--- src/pbhr_pkg.sv ---
// Shared constants and types for the primary bus hold and release block
package pbhr_pkg;

    // Input synchroniser shape and reset levels
    localparam int PBHR_SYNC_BITS = 2;
    localparam int PBHR_BIT_PHASE = 0;
    localparam int PBHR_BIT_REQ = 1;
    // Phase level resets high and the active-high request resets inactive
    localparam logic [PBHR_SYNC_BITS-1:0] PBHR_SYNC_RST = 2'h1;

    // Output reset values
    localparam logic PBHR_ACK_N_RST = 1'h1;
    localparam logic PBHR_STROBE_HI_RST = 1'h0;
    localparam logic PBHR_CTL_OE_RST = 1'h1;
    localparam logic PBHR_DATA_OE_RST = 1'h1;
    localparam logic PBHR_PEND_RST = 1'h0;
    localparam logic PBHR_FLUSH_RST = 1'h0;
    localparam logic PBHR_REQ_H1_RST = 1'h0;

    // Timing in phase-one clock cycles
    localparam int PBHR_HOLD_LOW_MIN_H1 = 2;
    localparam int PBHR_ACK_TAIL_H1 = 1;

    typedef enum logic [2:0] {
        PBHR_ST_BUS,
        PBHR_ST_STROBE,
        PBHR_ST_FLOAT,
        PBHR_ST_EXIT
    } pbhr_state_t;

endpackage

--- src/pbhr_sync.sv ---
// Three-stage input synchroniser with agreement filter
`timescale 1ns/1ps
module pbhr_sync
    import pbhr_pkg::*;
(
    input wire logic i_mclk,
    input wire logic i_rst_n,
    input wire logic i_ce,
    input wire logic [PBHR_SYNC_BITS-1:0] i_async,
    output logic [PBHR_SYNC_BITS-1:0] o_level
);

    typedef struct packed {
        logic [PBHR_SYNC_BITS-1:0] s1;
        logic [PBHR_SYNC_BITS-1:0] s2;
        logic [PBHR_SYNC_BITS-1:0] s3;
        logic [PBHR_SYNC_BITS-1:0] lvl;
    } pbhr_sync_t;

    pbhr_sync_t sync_q;
    pbhr_sync_t sync_d;

    ////////////////////////////////////////////////////////////////////////
    // Stage one feeds only stage two; the level moves when two and three agree
    always_comb begin
        sync_d = sync_q;
        sync_d.s1 = i_async;
        sync_d.s2 = sync_q.s1;
        sync_d.s3 = sync_q.s2;
        sync_d.lvl = (sync_q.s2 & sync_q.s3) | (sync_q.lvl & (sync_q.s2 | sync_q.s3));
    end

    always_ff @(posedge i_mclk) begin
        if (!i_rst_n) begin
            sync_q <= {PBHR_SYNC_RST, PBHR_SYNC_RST, PBHR_SYNC_RST, PBHR_SYNC_RST};
        end else if (i_ce) begin
            sync_q <= sync_d;
        end
    end

    assign o_level = sync_q.lvl;

endmodule

--- src/pbhr_phase_sampler.sv ---
// Phase-one edge finder and phase-timed sampler of the hold request
`timescale 1ns/1ps
module pbhr_phase_sampler
    import pbhr_pkg::*;
(
    input wire logic i_mclk,
    input wire logic i_rst_n,
    input wire logic i_ce,
    input wire logic i_phase_lvl,
    input wire logic i_req_lvl,
    output logic o_rise,
    output logic o_fall,
    output logic o_req_h1
);

    typedef struct packed {
        logic phase_prev;
        logic req_h1;
    } pbhr_samp_t;

    pbhr_samp_t samp_q;
    pbhr_samp_t samp_d;
    logic fall;

    assign fall = samp_q.phase_prev & ~i_phase_lvl;

    ////////////////////////////////////////////////////////////////////////
    // The request is taken only at a phase-one fall, so a late change waits a cycle
    always_comb begin
        samp_d = samp_q;
        samp_d.phase_prev = i_phase_lvl;
        if (fall) begin
            samp_d.req_h1 = i_req_lvl;
        end
    end

    always_ff @(posedge i_mclk) begin
        if (!i_rst_n) begin
            // Edge memory starts at the synchroniser's reset level: no false edge
            samp_q <= {PBHR_SYNC_RST[PBHR_BIT_PHASE], PBHR_REQ_H1_RST};
        end else if (i_ce) begin
            samp_q <= samp_d;
        end
    end

    assign o_rise = ~samp_q.phase_prev & i_phase_lvl & i_ce;
    assign o_fall = fall & i_ce;
    assign o_req_h1 = samp_q.req_h1;

endmodule

--- src/pbhr_top.sv ---
// Primary bus hold and release controller
`timescale 1ns/1ps
module pbhr_top
    import pbhr_pkg::*;
(
    input wire logic i_mclk,
    input wire logic i_rst_n,
    input wire logic i_ce,
    input wire logic i_phase_one_clock,
    input wire logic i_hold_req_n,
    input wire logic i_hold_ignore_bit,
    input wire logic i_post_enable,
    input wire logic i_core_busy,
    input wire logic i_core_req,
    input wire logic i_core_wr,
    output logic o_bus_release_ack_n,
    output logic o_strobe_force_hi,
    output logic o_ctl_oe,
    output logic o_data_oe,
    output logic o_core_bus_en,
    output logic o_core_stall,
    output logic o_write_posted,
    output logic o_post_flush
);

    typedef struct packed {
        pbhr_state_t st;
        logic ack_n;
        logic strobe_hi;
        logic ctl_oe;
        logic data_oe;
        logic pend;
        logic flush;
    } pbhr_main_t;

    pbhr_main_t m_q;
    pbhr_main_t m_d;

    logic [PBHR_SYNC_BITS-1:0] pins_async;
    logic [PBHR_SYNC_BITS-1:0] pins_lvl;
    logic rise_ev;
    logic fall_ev;
    logic req_h1;
    logic in_hold;
    logic want_hold;
    logic can_post;
    logic core_take;

    ////////////////////////////////////////////////////////////////////////
    // Input conditioning

    // Request is active low at the pin; the sampler wants it active high
    assign pins_async[PBHR_BIT_PHASE] = i_phase_one_clock;
    assign pins_async[PBHR_BIT_REQ] = ~i_hold_req_n;

    pbhr_sync u_sync (
        .i_mclk(i_mclk),
        .i_rst_n(i_rst_n),
        .i_ce(i_ce),
        .i_async(pins_async),
        .o_level(pins_lvl)
    );

    pbhr_phase_sampler u_samp (
        .i_mclk(i_mclk),
        .i_rst_n(i_rst_n),
        .i_ce(i_ce),
        .i_phase_lvl(pins_lvl[PBHR_BIT_PHASE]),
        .i_req_lvl(pins_lvl[PBHR_BIT_REQ]),
        .o_rise(rise_ev),
        .o_fall(fall_ev),
        .o_req_h1(req_h1)
    );

    ////////////////////////////////////////////////////////////////////////
    // Core side arbitration

    assign in_hold = (m_q.st != PBHR_ST_BUS);
    // A request pulse from the master that ends before a fall is never seen
    assign want_hold = req_h1 & ~i_hold_ignore_bit;
    assign can_post = i_core_wr & i_post_enable & ~m_q.pend;

    always_comb begin
        o_core_stall = 1'h0;
        if (i_core_req) begin
            if (in_hold) begin
                o_core_stall = ~can_post;
            end else if (m_q.pend || m_q.flush) begin
                // Posted write drains before any new access
                o_core_stall = 1'h1;
            end
        end
    end

    assign core_take = i_core_req & ~o_core_stall & i_ce;
    assign o_core_bus_en = ~in_hold & ~m_q.pend;

    ////////////////////////////////////////////////////////////////////////
    // Hold sequencer

    always_comb begin
        m_d = m_q;
        m_d.flush = 1'h0;
        // Data lines follow phase-one rises only
        if (rise_ev) begin
            m_d.data_oe = ~in_hold;
        end
        if (in_hold && core_take && i_core_wr) begin
            m_d.pend = 1'h1;
        end
        if (!in_hold && m_q.pend && !m_q.flush) begin
            m_d.flush = 1'h1;
            m_d.pend = 1'h0;
        end
        case (m_q.st)
            PBHR_ST_BUS: begin
                // An access already on the bus finishes before release
                if (fall_ev && want_hold && !i_core_busy) begin
                    m_d.st = PBHR_ST_STROBE;
                    m_d.ack_n = 1'h0;
                    m_d.strobe_hi = 1'h1;
                end
            end
            PBHR_ST_STROBE: begin
                if (fall_ev) begin
                    m_d.ctl_oe = 1'h0;
                    m_d.st = PBHR_ST_FLOAT;
                end
            end
            PBHR_ST_FLOAT: begin
                if (fall_ev) begin
                    if (i_hold_ignore_bit) begin
                        m_d.st = PBHR_ST_BUS;
                        m_d.ack_n = 1'h1;
                        m_d.ctl_oe = 1'h1;
                        m_d.strobe_hi = 1'h0;
                    end else if (!req_h1) begin
                        m_d.st = PBHR_ST_EXIT;
                    end
                end
            end
            PBHR_ST_EXIT: begin
                if (fall_ev) begin
                    m_d.st = PBHR_ST_BUS;
                    m_d.ack_n = 1'h1;
                    m_d.ctl_oe = 1'h1;
                    m_d.strobe_hi = 1'h0;
                end
            end
            default: begin
                m_d.st = PBHR_ST_BUS;
            end
        endcase
    end

    always_ff @(posedge i_mclk) begin
        if (!i_rst_n) begin
            m_q.st <= PBHR_ST_BUS;
            m_q.ack_n <= PBHR_ACK_N_RST;
            m_q.strobe_hi <= PBHR_STROBE_HI_RST;
            m_q.ctl_oe <= PBHR_CTL_OE_RST;
            m_q.data_oe <= PBHR_DATA_OE_RST;
            m_q.pend <= PBHR_PEND_RST;
            m_q.flush <= PBHR_FLUSH_RST;
        end else if (i_ce) begin
            m_q <= m_d;
        end
    end

    assign o_bus_release_ack_n = m_q.ack_n;
    assign o_strobe_force_hi = m_q.strobe_hi;
    assign o_ctl_oe = m_q.ctl_oe;
    assign o_data_oe = m_q.data_oe;
    assign o_write_posted = m_q.pend;
    assign o_post_flush = m_q.flush;
endmodule

--- config.mk ---
export PLATFORM = sky130hd
export DESIGN_NAME = pbhr_top
export DESIGN_NICKNAME = d
export VERILOG_FILES = /design/src/pbhr_pkg.sv /design/src/pbhr_sync.sv /design/src/pbhr_phase_sampler.sv /design/src/pbhr_top.sv
export SDC_FILE = /design/constraint.sdc
export NUM_CORES = 1
export LEC_CHECK = 0
export BUFFER_PORTS_ARGS = -buffer_cell sky130_fd_sc_hd__clkbuf_2
export CORE_AREA = 2 2 47 49
export CTS_CLUSTER_DIAMETER = 150
export DETAILED_ROUTE_END_ITERATION = 10
export DIE_AREA = 0 0 49 51
export PLACE_DENSITY_LB_ADDON = 0.25
export SLEW_MARGIN = 20
export SYNTH_ARGS = -nofsm -noshare
export SYNTH_HDL_FRONTEND = slang
export SYNTH_SLANG_ARGS = --single-unit
--- constraint.sdc ---
create_clock -name i_mclk -period 4.15 [get_ports i_mclk]
set_input_delay 0.2075 -clock i_mclk [delete_from_list [all_inputs] [get_ports i_mclk]]
set_output_delay 0.2075 -clock i_mclk [all_outputs]
set_load 0.005 [all_outputs]
---- Word-level counts from Yosys, hierarchy flattened ----
Index checks and enable logic that the tools add are counted.
storage, ports and cells
  bits in registers ....................... 19
  word-level logic and storage cells ...... 81
cells by class
  equality and inequality tests ........... 9
  mux-type cells .......................... 16
  bitwise gates (word level) .............. 22
  reduce and logical (&&, ||, !) cells .... 21
operator list
  kind                number
  $reduce_and 6->1    3
  $mux 3              4
  $mux 6              2
  $pmux 3 s4          1
  $and 1x1->1         10
  $ne 2x2->1 const B  5
  $reduce_bool 3->1   3
  $not 1->1           8
  $eq 3x2->1 const B  2
  $logic_and 1x1->1   6
  $pmux 2 s3          1
  $reduce_and 2->1    3
  $mux 1              5
  $mux 5              1
  $and 2x2->2         2
  $or 2x2->2          2
  $eq 3x1->1 const B  1
  $logic_not 1->1     3
  $logic_not 3->1     1
  $ne 3x3->1 const B  1
  $pmux 1 s3          1
  $mux 2              1
  $reduce_bool 2->1   1
  $logic_or 1x1->1    1

---- Logic depth before layout (Yosys ltp) ----
Gate-level depths: netlist of run 1.
  depth in word-level cells ............... 12
  gate-level depth with buffers ........... 4
  depth with buffers taken out ............ 3

---- Modules after synthesis ----
From an unflattened synthesis of run 1, not the netlist that was laid out.
second synthesis, totals
  cell total of the unflattened synthesis .. 91
  area, all modules ....................... 845.8 µm²
by module, submodules not included
  module              times used  cells an instance  area an instance (µm²)  seq. area each (µm²)
  pbhr_top            1           48                 426.7                   160.2
  pbhr_sync           1           33                 334.1                   160.2
  pbhr_phase_sampler  1           10                 85.1                    40.0

---- Worst setup path before layout of run 1 ----
OpenSTA, ideal clock, no wires.
  path kind ............................... flip-flop to flip-flop
  from .................................... register m_q[7] in the netlist's numbering
  to ...................................... register m_q, in the netlist o_bus_release_ack_n
  arrival ................................. 1282 ps
  setup slack ............................. 2755 ps
  stages on the path, launching flop included .. 4
  path buffers ............................ 0
  clock period less this slack ............ 1395 ps
  cell sequence ........................... dfxtp_1 > or2_4 > or4_4 > a21o_1
on the way
  longest elaborated chain between the ends .. 3
  elaborated cells between the ends (all ways) .. 10
  those cells by class .................... eq/ne (6); mux (1); reduce/logical (3)
RTL lines
  element                                                    RTL line         RTL
  from (decl)                                                pbhr_top.sv:36   pbhr_main_t m_q;
  from (signal assigned)                                     pbhr_top.sv:166  m_q <= m_d;
  $eq 3x2->1 or $logic_not 3->1 (tied branches)              pbhr_top.sv:115  case (m_q.st)
  $ne 2x2->1 (no line) or $reduce_bool 3->1 (tied branches)  -
  $reduce_and 6->1 (no line)                                 -
Several ways; a longest one is shown, not always the timed one.
A chain may end at the register's enable or synchronous reset.

---- Worst setup path in the final report of run 1 ----
  from .................................... register m_q[7] in the netlist's numbering
  to ...................................... output port o_core_stall
on the way
  longest elaborated chain between the ends .. 3
RTL lines
  element            RTL line        RTL
  $reduce_bool 3->1  pbhr_top.sv:78  assign in_hold = (m_q.st != PBHR_ST_BUS);
  $mux 1             pbhr_top.sv:86  if (in_hold) begin
  $mux 1             pbhr_top.sv:85  if (i_core_req) begin
  to (decl)          pbhr_top.sv:21  output logic o_core_stall,
No other way between the ends.

==> results.toml, run 1 <==
[status]
status = "completed"

[drt]
detail-route-antenna-nets = 0
routed_wl_um = 1380
vias = 622
vias_per_cell = 4.90
drc = 0
drtPass1Iterations = 4
wire_per_inst_um = 10.9
detail_route.iter0.violations = 8

[logic_synthesis]
syn_inst = 81
synthXorXnorAreaFrac_pct = 0
synth_edf_count = 0
ys.flop_type = "dfxtp_1"
synth_mux_area_share_pct = 9.31
async_flop_share_pct = 0
synth_common_cells = "dfxtp_1, nand2_1, o21ai_0"
synthTopCellsByArea = "dfxtp_1, mux2i_1, o21ai_0"
synth.net_count = 91
synth-compound-area-share_pct = 19.4
synth_seq_area_share_pct = 47.1
avgSynthCellArea_um2 = 9.45
synthAdderAreaFrac_pct = 0
synth_top_family_by_area = "simple AND/OR/NAND/NOR gates"
synth_warnings = 0
yosys.area.top_type_share_pct = 47.1
synth_top_cell_by_area = "dfxtp_1"
synth_cell_types = 30
yosysMostFrequentCell = "dfxtp_1"
yosys.area_share.simple_pct = 21.1
synth-seq-cells = 18
netlist_area_um2 = 766

[power]
power.share.switching_pct = 21.9
p_int_w = 0.000242
p_seq_share_pct = 58.3
clkPwrFrac_pct = 34.3
p_leak_nw = 0.379
p_total_w = 0.000310
power.switching_w = 0.0000679
comb_power_share_pct = 7.4
power_density_nw_per_um2 = 341
peakVddDrop_v = 0.000172

[global_route]
grt-busiest-layer = "met2"
overflow = 0
antenna_found_initial = 0
grt_pass1_vias = 530
grt_max_degree = 21
grtUsageMet3_pct = 3.51
met2_usage_pct = 20.1
grt_first_pass_wirelength_um = 2350
use_met1_pct = 14.8
grt.total_usage_pct = 12.8

[setup_path]
reg2regPathDepth = 3
crit_path_end_kind = "output pin"
critical_path_peak_fanout = 8
critPathRequiredTime_ps = 3940
cp.arrival_ps = 1370
worst-setup-path-type = "flip-flop to output pin"
startpoint_type = "flip-flop"

[clock_network]
clock_sinks = 18
cts_buffer_depth = 2
root_buffer = "clkbuf_4"
cts_resized = 0
clkLatencyLatePin_ps = 290
path_clk_slew_ps = 100
cts_buffers = 3
cts_tree = "built"
cts_setup_buffers = 0
holdBufCountCts = 0
htreeDepth = 1

[worst_hold_path]
hold_depth = 3
hold_class = "primary input to flip-flop"

[floorplan]
rows = 17
die_y_um = 51
start_util_pct = 37.1
chipWidth_um = 49
design.core.area_um2 = 2060
die-area_um2 = 2500
io_pins = 18

[timing]
tightest_slew_ps = 406
fin_tns_setup_ps = 0
rsz0062_at_grt = "false"
achievable-frequency_ghz = 0.634
relSlewSlack_pct = 72.6
drv_slew = 0
hold_viol = 0
finalCritPeriodShare_pct = 38.0
finalSetupViolCount = 0
holdWs_ps = 141
min_period_ps = 1580
finClkSkew_ps = 1.08

[final_layout]
nets = 110
synthToLayoutAreaGrowth_pct = 18.8
fillerInstances = 213
drive_gt1_share_pct = 26.3
n_antenna_cell = 0
final_core_util_pct = 44.1
fin_cells = 127

[place]
port_buffers = 17
routabilityCongestion = 0.793
dp.cells = 123

[job]
maxCapViolCount = 0
-- layer usage --
metal / up-vias / share of wire [%]
met1: 282 / 46
met4: 0 / 2.8
li1: 326 / -
met5: - / 0
met2: 9 / 49
met3: 5 / 2.5
-- worst paths after layout --
kind                                   startpoint                  end  slack (ps)
worst max-delay path                       m_q[7]         o_core_stall        2570
worst min register to register  o_strobe_force_hi    o_strobe_force_hi         460
worst min-delay path            i_phase_one_clock     u_sync.sync_d[4]         140
worst max register to register             m_q[7]  o_bus_release_ack_n        2690
-- cells in the final DEF (no fill, tap or decap) --
| master | netlist | final |
|---|---|---|
| a21boi_0 | 2 | 2 |
| a21o_1 | 2 | 2 |
| a21oi_1 | 3 | 3 |
| a22oi_1 | 1 | 1 |
| a31oi_1 | 1 | 1 |
| a41oi_1 | 1 | 1 |
| and2b_2 | 1 | 1 |
| clkbuf_2 | 0 | 17 |
| clkbuf_4 | 0 | 3 |
| clkbuf_8 | 0 | 1 |
| dfxtp_1 | 18 | 18 |
| inv_1 | 3 | 3 |
| mux2_2 | 1 | 1 |
| mux2i_1 | 6 | 6 |
| nand2_1 | 8 | 8 |
| nand2b_1 | 2 | 2 |
| nand3_1 | 2 | 2 |
| nand3b_1 | 1 | 1 |
| nand3b_2 | 1 | 1 |
| nor2_1 | 2 | 2 |
| nor2b_1 | 5 | 5 |
| nor3_1 | 1 | 1 |
| nor4b_1 | 2 | 2 |
| o211a_1 | 1 | 1 |
| o211ai_1 | 1 | 1 |
| o21a_1 | 1 | 1 |
| o21ai_0 | 8 | 8 |
| o311ai_0 | 1 | 1 |
| o31ai_1 | 1 | 1 |
| or2_4 | 1 | 1 |
| or4_4 | 1 | 1 |
-- critical path: stages, from the launching register on --
cell,delay (ps)
dfxtp_1,380
or2_4,290
a31oi_1,180
o21a_1,130
clkbuf_2,100
-- flip-flops by register name, indices dropped and copies added (netlist names) --
| name | cells |
|---|---|
| u_samp.samp_q | 1 |
| o_strobe_force_hi | 1 |
| o_write_posted | 1 |
| o_post_flush | 1 |
| u_samp.o_req_h1 | 1 |
| o_bus_release_ack_n | 1 |
| u_sync.sync_q | 2 |
| o_ctl_oe | 1 |
| u_sync.o_level | 2 |
| u_sync.sync_d | 4 |
| m_q | 2 |
| o_data_oe | 1 |
-- kinds of logic (layout without fill, tap and decap cells) --
| family | after synthesis | after routing |
|---|---|---|
| and+or+nand+nor | 27 | 27 |
| AOI/OAI and AO/OA | 23 | 23 |
| DFF | 18 | 18 |
| muxes | 7 | 7 |
| buffers and inverters | 6 | 24 |
-- stage by stage --
step / setup slack (ps) / cell area [um^2]
floorplan: 2750 / 766
global placement: 2630 / 873
detailed placement: 2600 / 873
CTS: 2570 / 910
global route: 2520 / 910
finish: 2570 / 910
-- final cells by class --
type	instances	area, um^2	share of cell area (%)
inverters	3	11.3	1.24
flip-flops and latches	18	360	39.6
repair buffers	17	85.1	9.35
clock buffers	4	36.3	3.99
multi-input cells	57	382	42.0
well taps	28	35.0	3.85
-- power groups by stage --
| stage | Clock [W] | Combinational [W] | Sequential [W] |
|---|---|---|---|
| floorplan | 0 | 0.0000140 | 0.000184 |
| global placement | 0 | 0.0000231 | 0.000185 |
| detailed placement | 0 | 0.0000232 | 0.000185 |
| CTS | 0.000112 | 0.0000233 | 0.000181 |
| global route | 0.000119 | 0.0000265 | 0.000182 |
| finish | 0.000106 | 0.0000229 | 0.000181 |
Power figures use the tool's default switching activity.
==> run 2: changes to the inputs <==
Settings changed: ABC_AREA from default to 1.
Clock period 4.15 ns to 1.3 ns, I/O delays scaled along.
==> run 2 against run 1 <==
Synthesized area down 3.1%; setup slack worse by 2500 ps; combinational power rose to 3.6 times the previous value; cell area up 6.1%; clock skew up 0.72 ps; routed wire length up 9.8%; global-route usage up 1.2 points; sequential cell count unchanged; hold slack worse by 91 ps; core utilization up 2.7 points.
==> results.toml, run 2 <==
[setup_path]
r2r_start = "m_q[6]"
critPathRequiredTime_ps = 1240
timing.rr.end = "o_bus_release_ack_n"
crit_path_end_kind = "output pin"
startpoint_type = "flip-flop"
critical_path_peak_fanout = 3
reg2regPathDepth = 8
worst-setup-path-type = "flip-flop to output pin"
cp.arrival_ps = 1200
r2r_slack_ps = 160

[timing]
finalCritPeriodShare_pct = 97.3
min_period_ps = 1270
finalSetupViolCount = 0
drv_slew = 0
fin_tns_setup_ps = 0
achievable-frequency_ghz = 0.790
rsz0062_at_grt = "true"
hold_viol = 0
tightest_slew_ps = 280
relSlewSlack_pct = 81.3
finClkSkew_ps = 1.80

[global_route]
grt_first_pass_wirelength_um = 2670
overflow = 0
antenna_found_initial = 0
grt.total_usage_pct = 14.0
grt_max_degree = 16
grt_pass1_vias = 677

[floorplan]
design.core.area_um2 = 2060
io_pins = 18
rows = 17
start_util_pct = 36.0
die-area_um2 = 2500
die_y_um = 51
chipWidth_um = 49

[power]
p_leak_nw = 0.426
power_density_nw_per_um2 = 967
peakVddDrop_v = 0.000561

[final_layout]
n_antenna_cell = 0
fillerInstances = 213
drive_gt1_share_pct = 32.5
final_common_cell = "nand2_1"
multiInputGateArea_um2 = 362
largest_reg_flops = 4
layout_common_cells = "nand2_1, clkbuf_2, dfxtp_1, nand3_1, a21oi_1"
synthToLayoutAreaGrowth_pct = 30.0
nets = 135
stdcell_area_um2 = 965
seq_area_um2 = 365

[job]
maxCapViolCount = 0

[logic_synthesis]
syn_inst = 97
async_flop_share_pct = 0
ys.flop_type = "dfxtp_1"
avgSynthCellArea_um2 = 7.65
yosys.area.top_type_share_pct = 48.6
synth_common_cells = "nand2_1, dfxtp_1, nand3_1"
synth_top_cell_by_area = "dfxtp_1"
synth_edf_count = 0
synth_cell_types = 18
synth_seq_area_share_pct = 48.6
netlist_area_um2 = 742
synth.net_count = 107
yosysMostFrequentCell = "nand2_1"
synth-seq-cells = 18
synth_warnings = 0
synthTopCellsByArea = "dfxtp_1, nand2_1, nand3_1"

[drt]
detail-route-antenna-nets = 0
wl_met2_um = 751
wl_met3_um = 37
wire_per_inst_um = 10.1
topRoutingLayerUsed = "met4"
routed_wl_um = 1520
vias_per_cell = 4.75
wl_met1_um = 695
drtPass1Iterations = 3
detail_route.iter0.violations = 8
vias = 717
drc = 0

[status]
status = "completed"

[clock_network]
cts_buffer_depth = 2
path_clk_slew_ps = 100
clock_sinks = 18
clkLatencyLatePin_ps = 290
cts_buffers = 3
cts_tree = "built"
root_buffer = "clkbuf_4"
htreeDepth = 1

[worst_hold_path]
hold_class = "primary input to flip-flop"
min-delay-start = "i_core_req"
hold_depth = 3
min_to = "o_write_posted"

[place]
place_area_um2 = 867
port_buffers = 17
routabilityCongestion = 0.835
hpwlAfterDp_um = 1100
==> run 2: cell types whose count changed in the layout (fill, tap and decap cells not counted), sizes merged, moves of 5 or more <==
| cell | before | now |
|---|---|---|
| nor2 | 2 | 12 |
| nand3 | 2 | 10 |
| mux2i | 6 | 0 |
| nand2 | 8 | 23 |
| buf | 0 | 6 |
| nor2b | 5 | 0 |
| a21oi | 3 | 9 |
| inv | 3 | 8 |
==> run 2: metal layers <==
layer / vias to the layer above / track usage, %
li1: 377 / -
met1: 325 / 15.0
met2: 11 / 24.4
met3: 4 / 3.51
met4: 0 / 9.52
met5: - / 0
==> run 2: timing repair <==
action                                  CTS  global route
hold buffers                              2             0
resized for setup                         5             3
pin swaps                                 1             0
setup buffers                             4             0
hold endpoints to repair                  2             0
endpoints found under the setup margin    1             2
==> run 2: cell families (layout without fill, tap and decap cells) <==
| group | count (synthesis) | after routing | synth area share, % |
|---|---|---|---|
| DFF | 18 | 18 | 48.6 |
| buffers and inverters | 10 | 36 | 5.40 |
| and+or+nand+nor | 46 | 46 | 28.0 |
| AOI/OAI and AO/OA | 23 | 23 | 18.0 |
==> run 2: how the worst max path moves through the flow <==
stage,from,endpoint,slack [ps],depth (start not counted)
2_1_floorplan,u_samp.samp_q[1],o_bus_release_ack_n,280,7
3_3_place_gp,m_q[7],o_core_stall,150,6
3_5_place_dp,m_q[7],o_core_stall,140,6
4_1_cts,m_q[6],o_core_stall,20,6
5_1_grt,m_q[6],o_core_stall,-40,6
6_report,m_q[6],o_core_stall,30,6
==> run 2: stage by stage <==
stage / utilization (%) / power, W / hold WS, ps / instances / worst slack [ps]
3_3_place_gp: 42.0 / 0.000664 / 245 / 142 / 149
4_1_cts: 46.1 / 0.000946 / 47.7 / 151 / 18.6
3_5_place_dp: 42.0 / 0.000667 / 247 / 142 / 144
6_report: 46.8 / 0.000933 / 49.9 / 151 / 34.5
5_1_grt: 46.8 / 0.000976 / 63.0 / 151 / -40.2
2_1_floorplan: - / 0.000635 / 158 / 97 / 280
==> run 2: cell type report <==
| class | instances | area share (%) |
|---|---|---|
| sequential | 18 | 37.9 |
| multi-input combinational | 69 | 37.5 |
| inverter | 8 | 3.11 |
| tap | 28 | 3.63 |
| timing repair buffer | 25 | 15.6 |
| clock buffer | 3 | 2.33 |
==> run 2: where the power goes <==
group          internal, W  switching, W
combinational    0.0000354     0.0000460
clock             0.000108      0.000168
sequential        0.000566    0.00000942
==> run 2: worst max-delay path, cell delays in order, from the launching register on <==
cell and delay (ps):
dfxtp_2 350, nor2_4 130, inv_2 60, nor2_4 90
nor2_2 30, o21a_1 160, clkbuf_2 100
==> run 3: changes to the inputs <==
Settings changed: CORE_AREA 2 2 47 49 to 2 2 49 51, DIE_AREA 0 0 49 51 to 0 0 51 53, SYNTH_HIERARCHICAL from default to 1.
==> run 3 against run 2 <==
Global-route usage up 0.12 points; critical path depth up 1; via count up 7.5%; largest cell class is now multi-input gates; largest power group unchanged.
==> results.toml, run 3 <==
[final_layout]
final_core_util_pct = 48.6
layout_common_cells = "nand2_1, clkbuf_2, inv_1, dfxtp_1, nand3_1"
drive_gt1_share_pct = 32.4
nets = 153
stdcell_area_um2 = 1040
largest_reg_flops = 4
final_common_cell = "nand2_1"
synthToLayoutAreaGrowth_pct = 26.0
fillerInstances = 236
n_antenna_cell = 0

[drt]
vias_per_cell = 4.54
detail_route.iter0.violations = 20
detail-route-antenna-nets = 0
routed_wl_um = 1670
wire_per_inst_um = 9.81
drtPass1Iterations = 4
vias = 771
drc = 0

[setup_path]
path_buf_inv = 3
cp_top_family = "flip-flops"
cp.arrival_ps = 1190
worst-setup-path-type = "flip-flop to output pin"
critPathRequiredTime_ps = 1240
crit_path_frequent_cell = "inv_2"
slowest_stage = "dfxtp_2"
crit_path_end_kind = "output pin"
critical_path_peak_fanout = 4
crit_chain = "inv_2, nand2_4, inv_2, nor2_4, nor2_1, o21a_1, clkbuf_2"
startpoint_type = "flip-flop"
max_stage_delay_ps = 330

[global_route]
overflow = 0
grt_max_degree = 11
antenna_found_initial = 0
grt_first_pass_wirelength_um = 2890
grt_pass1_vias = 706
grt.total_usage_pct = 14.1

[logic_synthesis]
synth.net_count = 127
synth_edf_count = 0
ys.flop_type = "dfxtp_1"
yosys.area.top_type_share_pct = 43.5
synth-compound-area-share_pct = 13.7
synth_common_cells = "nand2_1, dfxtp_1, inv_1"
synthXorXnorAreaFrac_pct = 0
netlist_area_um2 = 828
synth_cell_types = 19
synth_top_cell_by_area = "dfxtp_1"
synth_top_family_by_area = "simple AND/OR/NAND/NOR gates"
synth_seq_area_share_pct = 43.5
yosys.area_share.simple_pct = 31.9
yosysMostFrequentCell = "nand2_1"
synth-seq-cells = 18
avgSynthCellArea_um2 = 7.08
async_flop_share_pct = 0
synthTopCellsByArea = "dfxtp_1, nand2_1, nand3_1"
synthAdderAreaFrac_pct = 0
synth_mux_area_share_pct = 0
syn_inst = 117
synth_warnings = 6

[worst_hold_path]
hold_class = "primary input to flip-flop"

[timing]
relSlewSlack_pct = 87.2
hold_viol = 0
rsz0062_at_grt = "true"
finClkSkew_ps = 6.82
tightest_slew_ps = 192
drv_slew = 0
min_period_ps = 1260
finalCritPeriodShare_pct = 96.8
achievable-frequency_ghz = 0.795
finalSetupViolCount = 0

[floorplan]
start_util_pct = 38.6
chipWidth_um = 51
io_pins = 18
design.core.area_um2 = 2150
die_y_um = 53
die-area_um2 = 2700
rows = 17

[job]
maxCapViolCount = 0

[clock_network]
path_clk_slew_ps = 100
cts_tree = "built"
root_buffer = "clkbuf_4"
cts_buffer_depth = 2
htreeDepth = 1
cts_buffers = 3
clkLatencyLatePin_ps = 280
clock_sinks = 18

[power]
p_leak_nw = 0.521
power_density_nw_per_um2 = 958
p_total_w = 0.00100
peakVddDrop_v = 0.000501

[place]
routabilityCongestion = 0.822
port_buffers = 17
hpwlAfterDp_um = 1220
place_area_um2 = 948

[status]
status = "completed"
[run 3: changes by cell type after synthesis, moves of 2 or more]
cell / previous run / this run
inv_1: 4 / 17
nand3_1: 10 / 14
o21ai_0: 7 / 4
nand2_1: 21 / 28
o211ai_1: 3 / 1
a21oi_1: 9 / 6
nor2_2: 3 / 1
buf_2: 2 / 0
buf_4: 0 / 2
a21oi_2: 0 / 2
nor2_1: 8 / 13
[run 3: final timing paths]
path / slack (ps) / depth (start not counted) / from / endpoint
setup / recovery: 40 / 7 / m_q[6] / o_core_stall
hold / removal: 50 / 3 / i_core_req / o_write_posted
setup reg to reg: 90 / 9 / u_sync/o_level[0] / o_strobe_force_hi
hold reg to reg: 460 / 2 / u_sync/sync_d[2] / u_sync/sync_d[2]
[run 3: repair_timing]
| item | in CTS | in global routing |
|---|---|---|
| resized for setup | 3 | 8 |
| pin swaps | 1 | 0 |
| hold buffers | 1 | 0 |
| setup buffers | 3 | 0 |
| hold endpoints to repair | 1 | 0 |
| endpoints found under the setup margin | 1 | 3 |
[run 3: area by class of cell]
| class | count | area (um^2) | area share (%) |
|---|---|---|---|
| timing repair buffer | 23 | 133 | 12.7 |
| multi-input combinational | 77 | 394 | 37.8 |
| tap | 28 | 35.0 | 3.36 |
| sequential | 18 | 370 | 35.5 |
| clock buffer | 4 | 36.3 | 3.48 |
| inverter | 20 | 75.1 | 7.19 |
[run 3: per-layer routing]
metal	global-route usage, %	vias up	wire [um]	share of wire (%)
met5	0	-	0	0
met4	5.41	0	14	0.84
met3	2.82	2	105	6.3
met2	24.7	20	775	46
met1	17.0	332	771	46
li1	-	417	-	-
[run 3: power breakdown]
group | total (W) | leakage [nW] | internal [W] | switching (W)
sequential | 0.000575 | 0.148 | 0.000564 | 0.0000103
clock | 0.000333 | 0.0210 | 0.000170 | 0.000163
combinational | 0.0000923 | 0.353 | 0.0000380 | 0.0000543
[run 3: cell families after synthesis]
group,count (synthesis)
AOI/OAI and AO/OA,17
buffers and inverters,22
and+or+nand+nor,60
DFF,18
[run 3: worst register-to-register path, stage by stage, from the launching register on]
cell,delay (ps)
dfxtp_4,370
inv_1,60
nand3_2,70
inv_1,60
inv_1,80
nor2_1,100
nand2_1,70
nand2_2,90
nand3_1,110
a21oi_2,150
[run 3: per-stage QoR]
step	std cells	hold slack, ps	TNS (ps)	setup slack [ps]
final	170	52.4	0	41.6
after global routing	170	55.0	-74.2	-63.5
after CTS	170	47.2	0	11.9
after detailed placement	162	284	0	84.3
after global placement	162	279	0	129
after floorplan	117	149	0	112
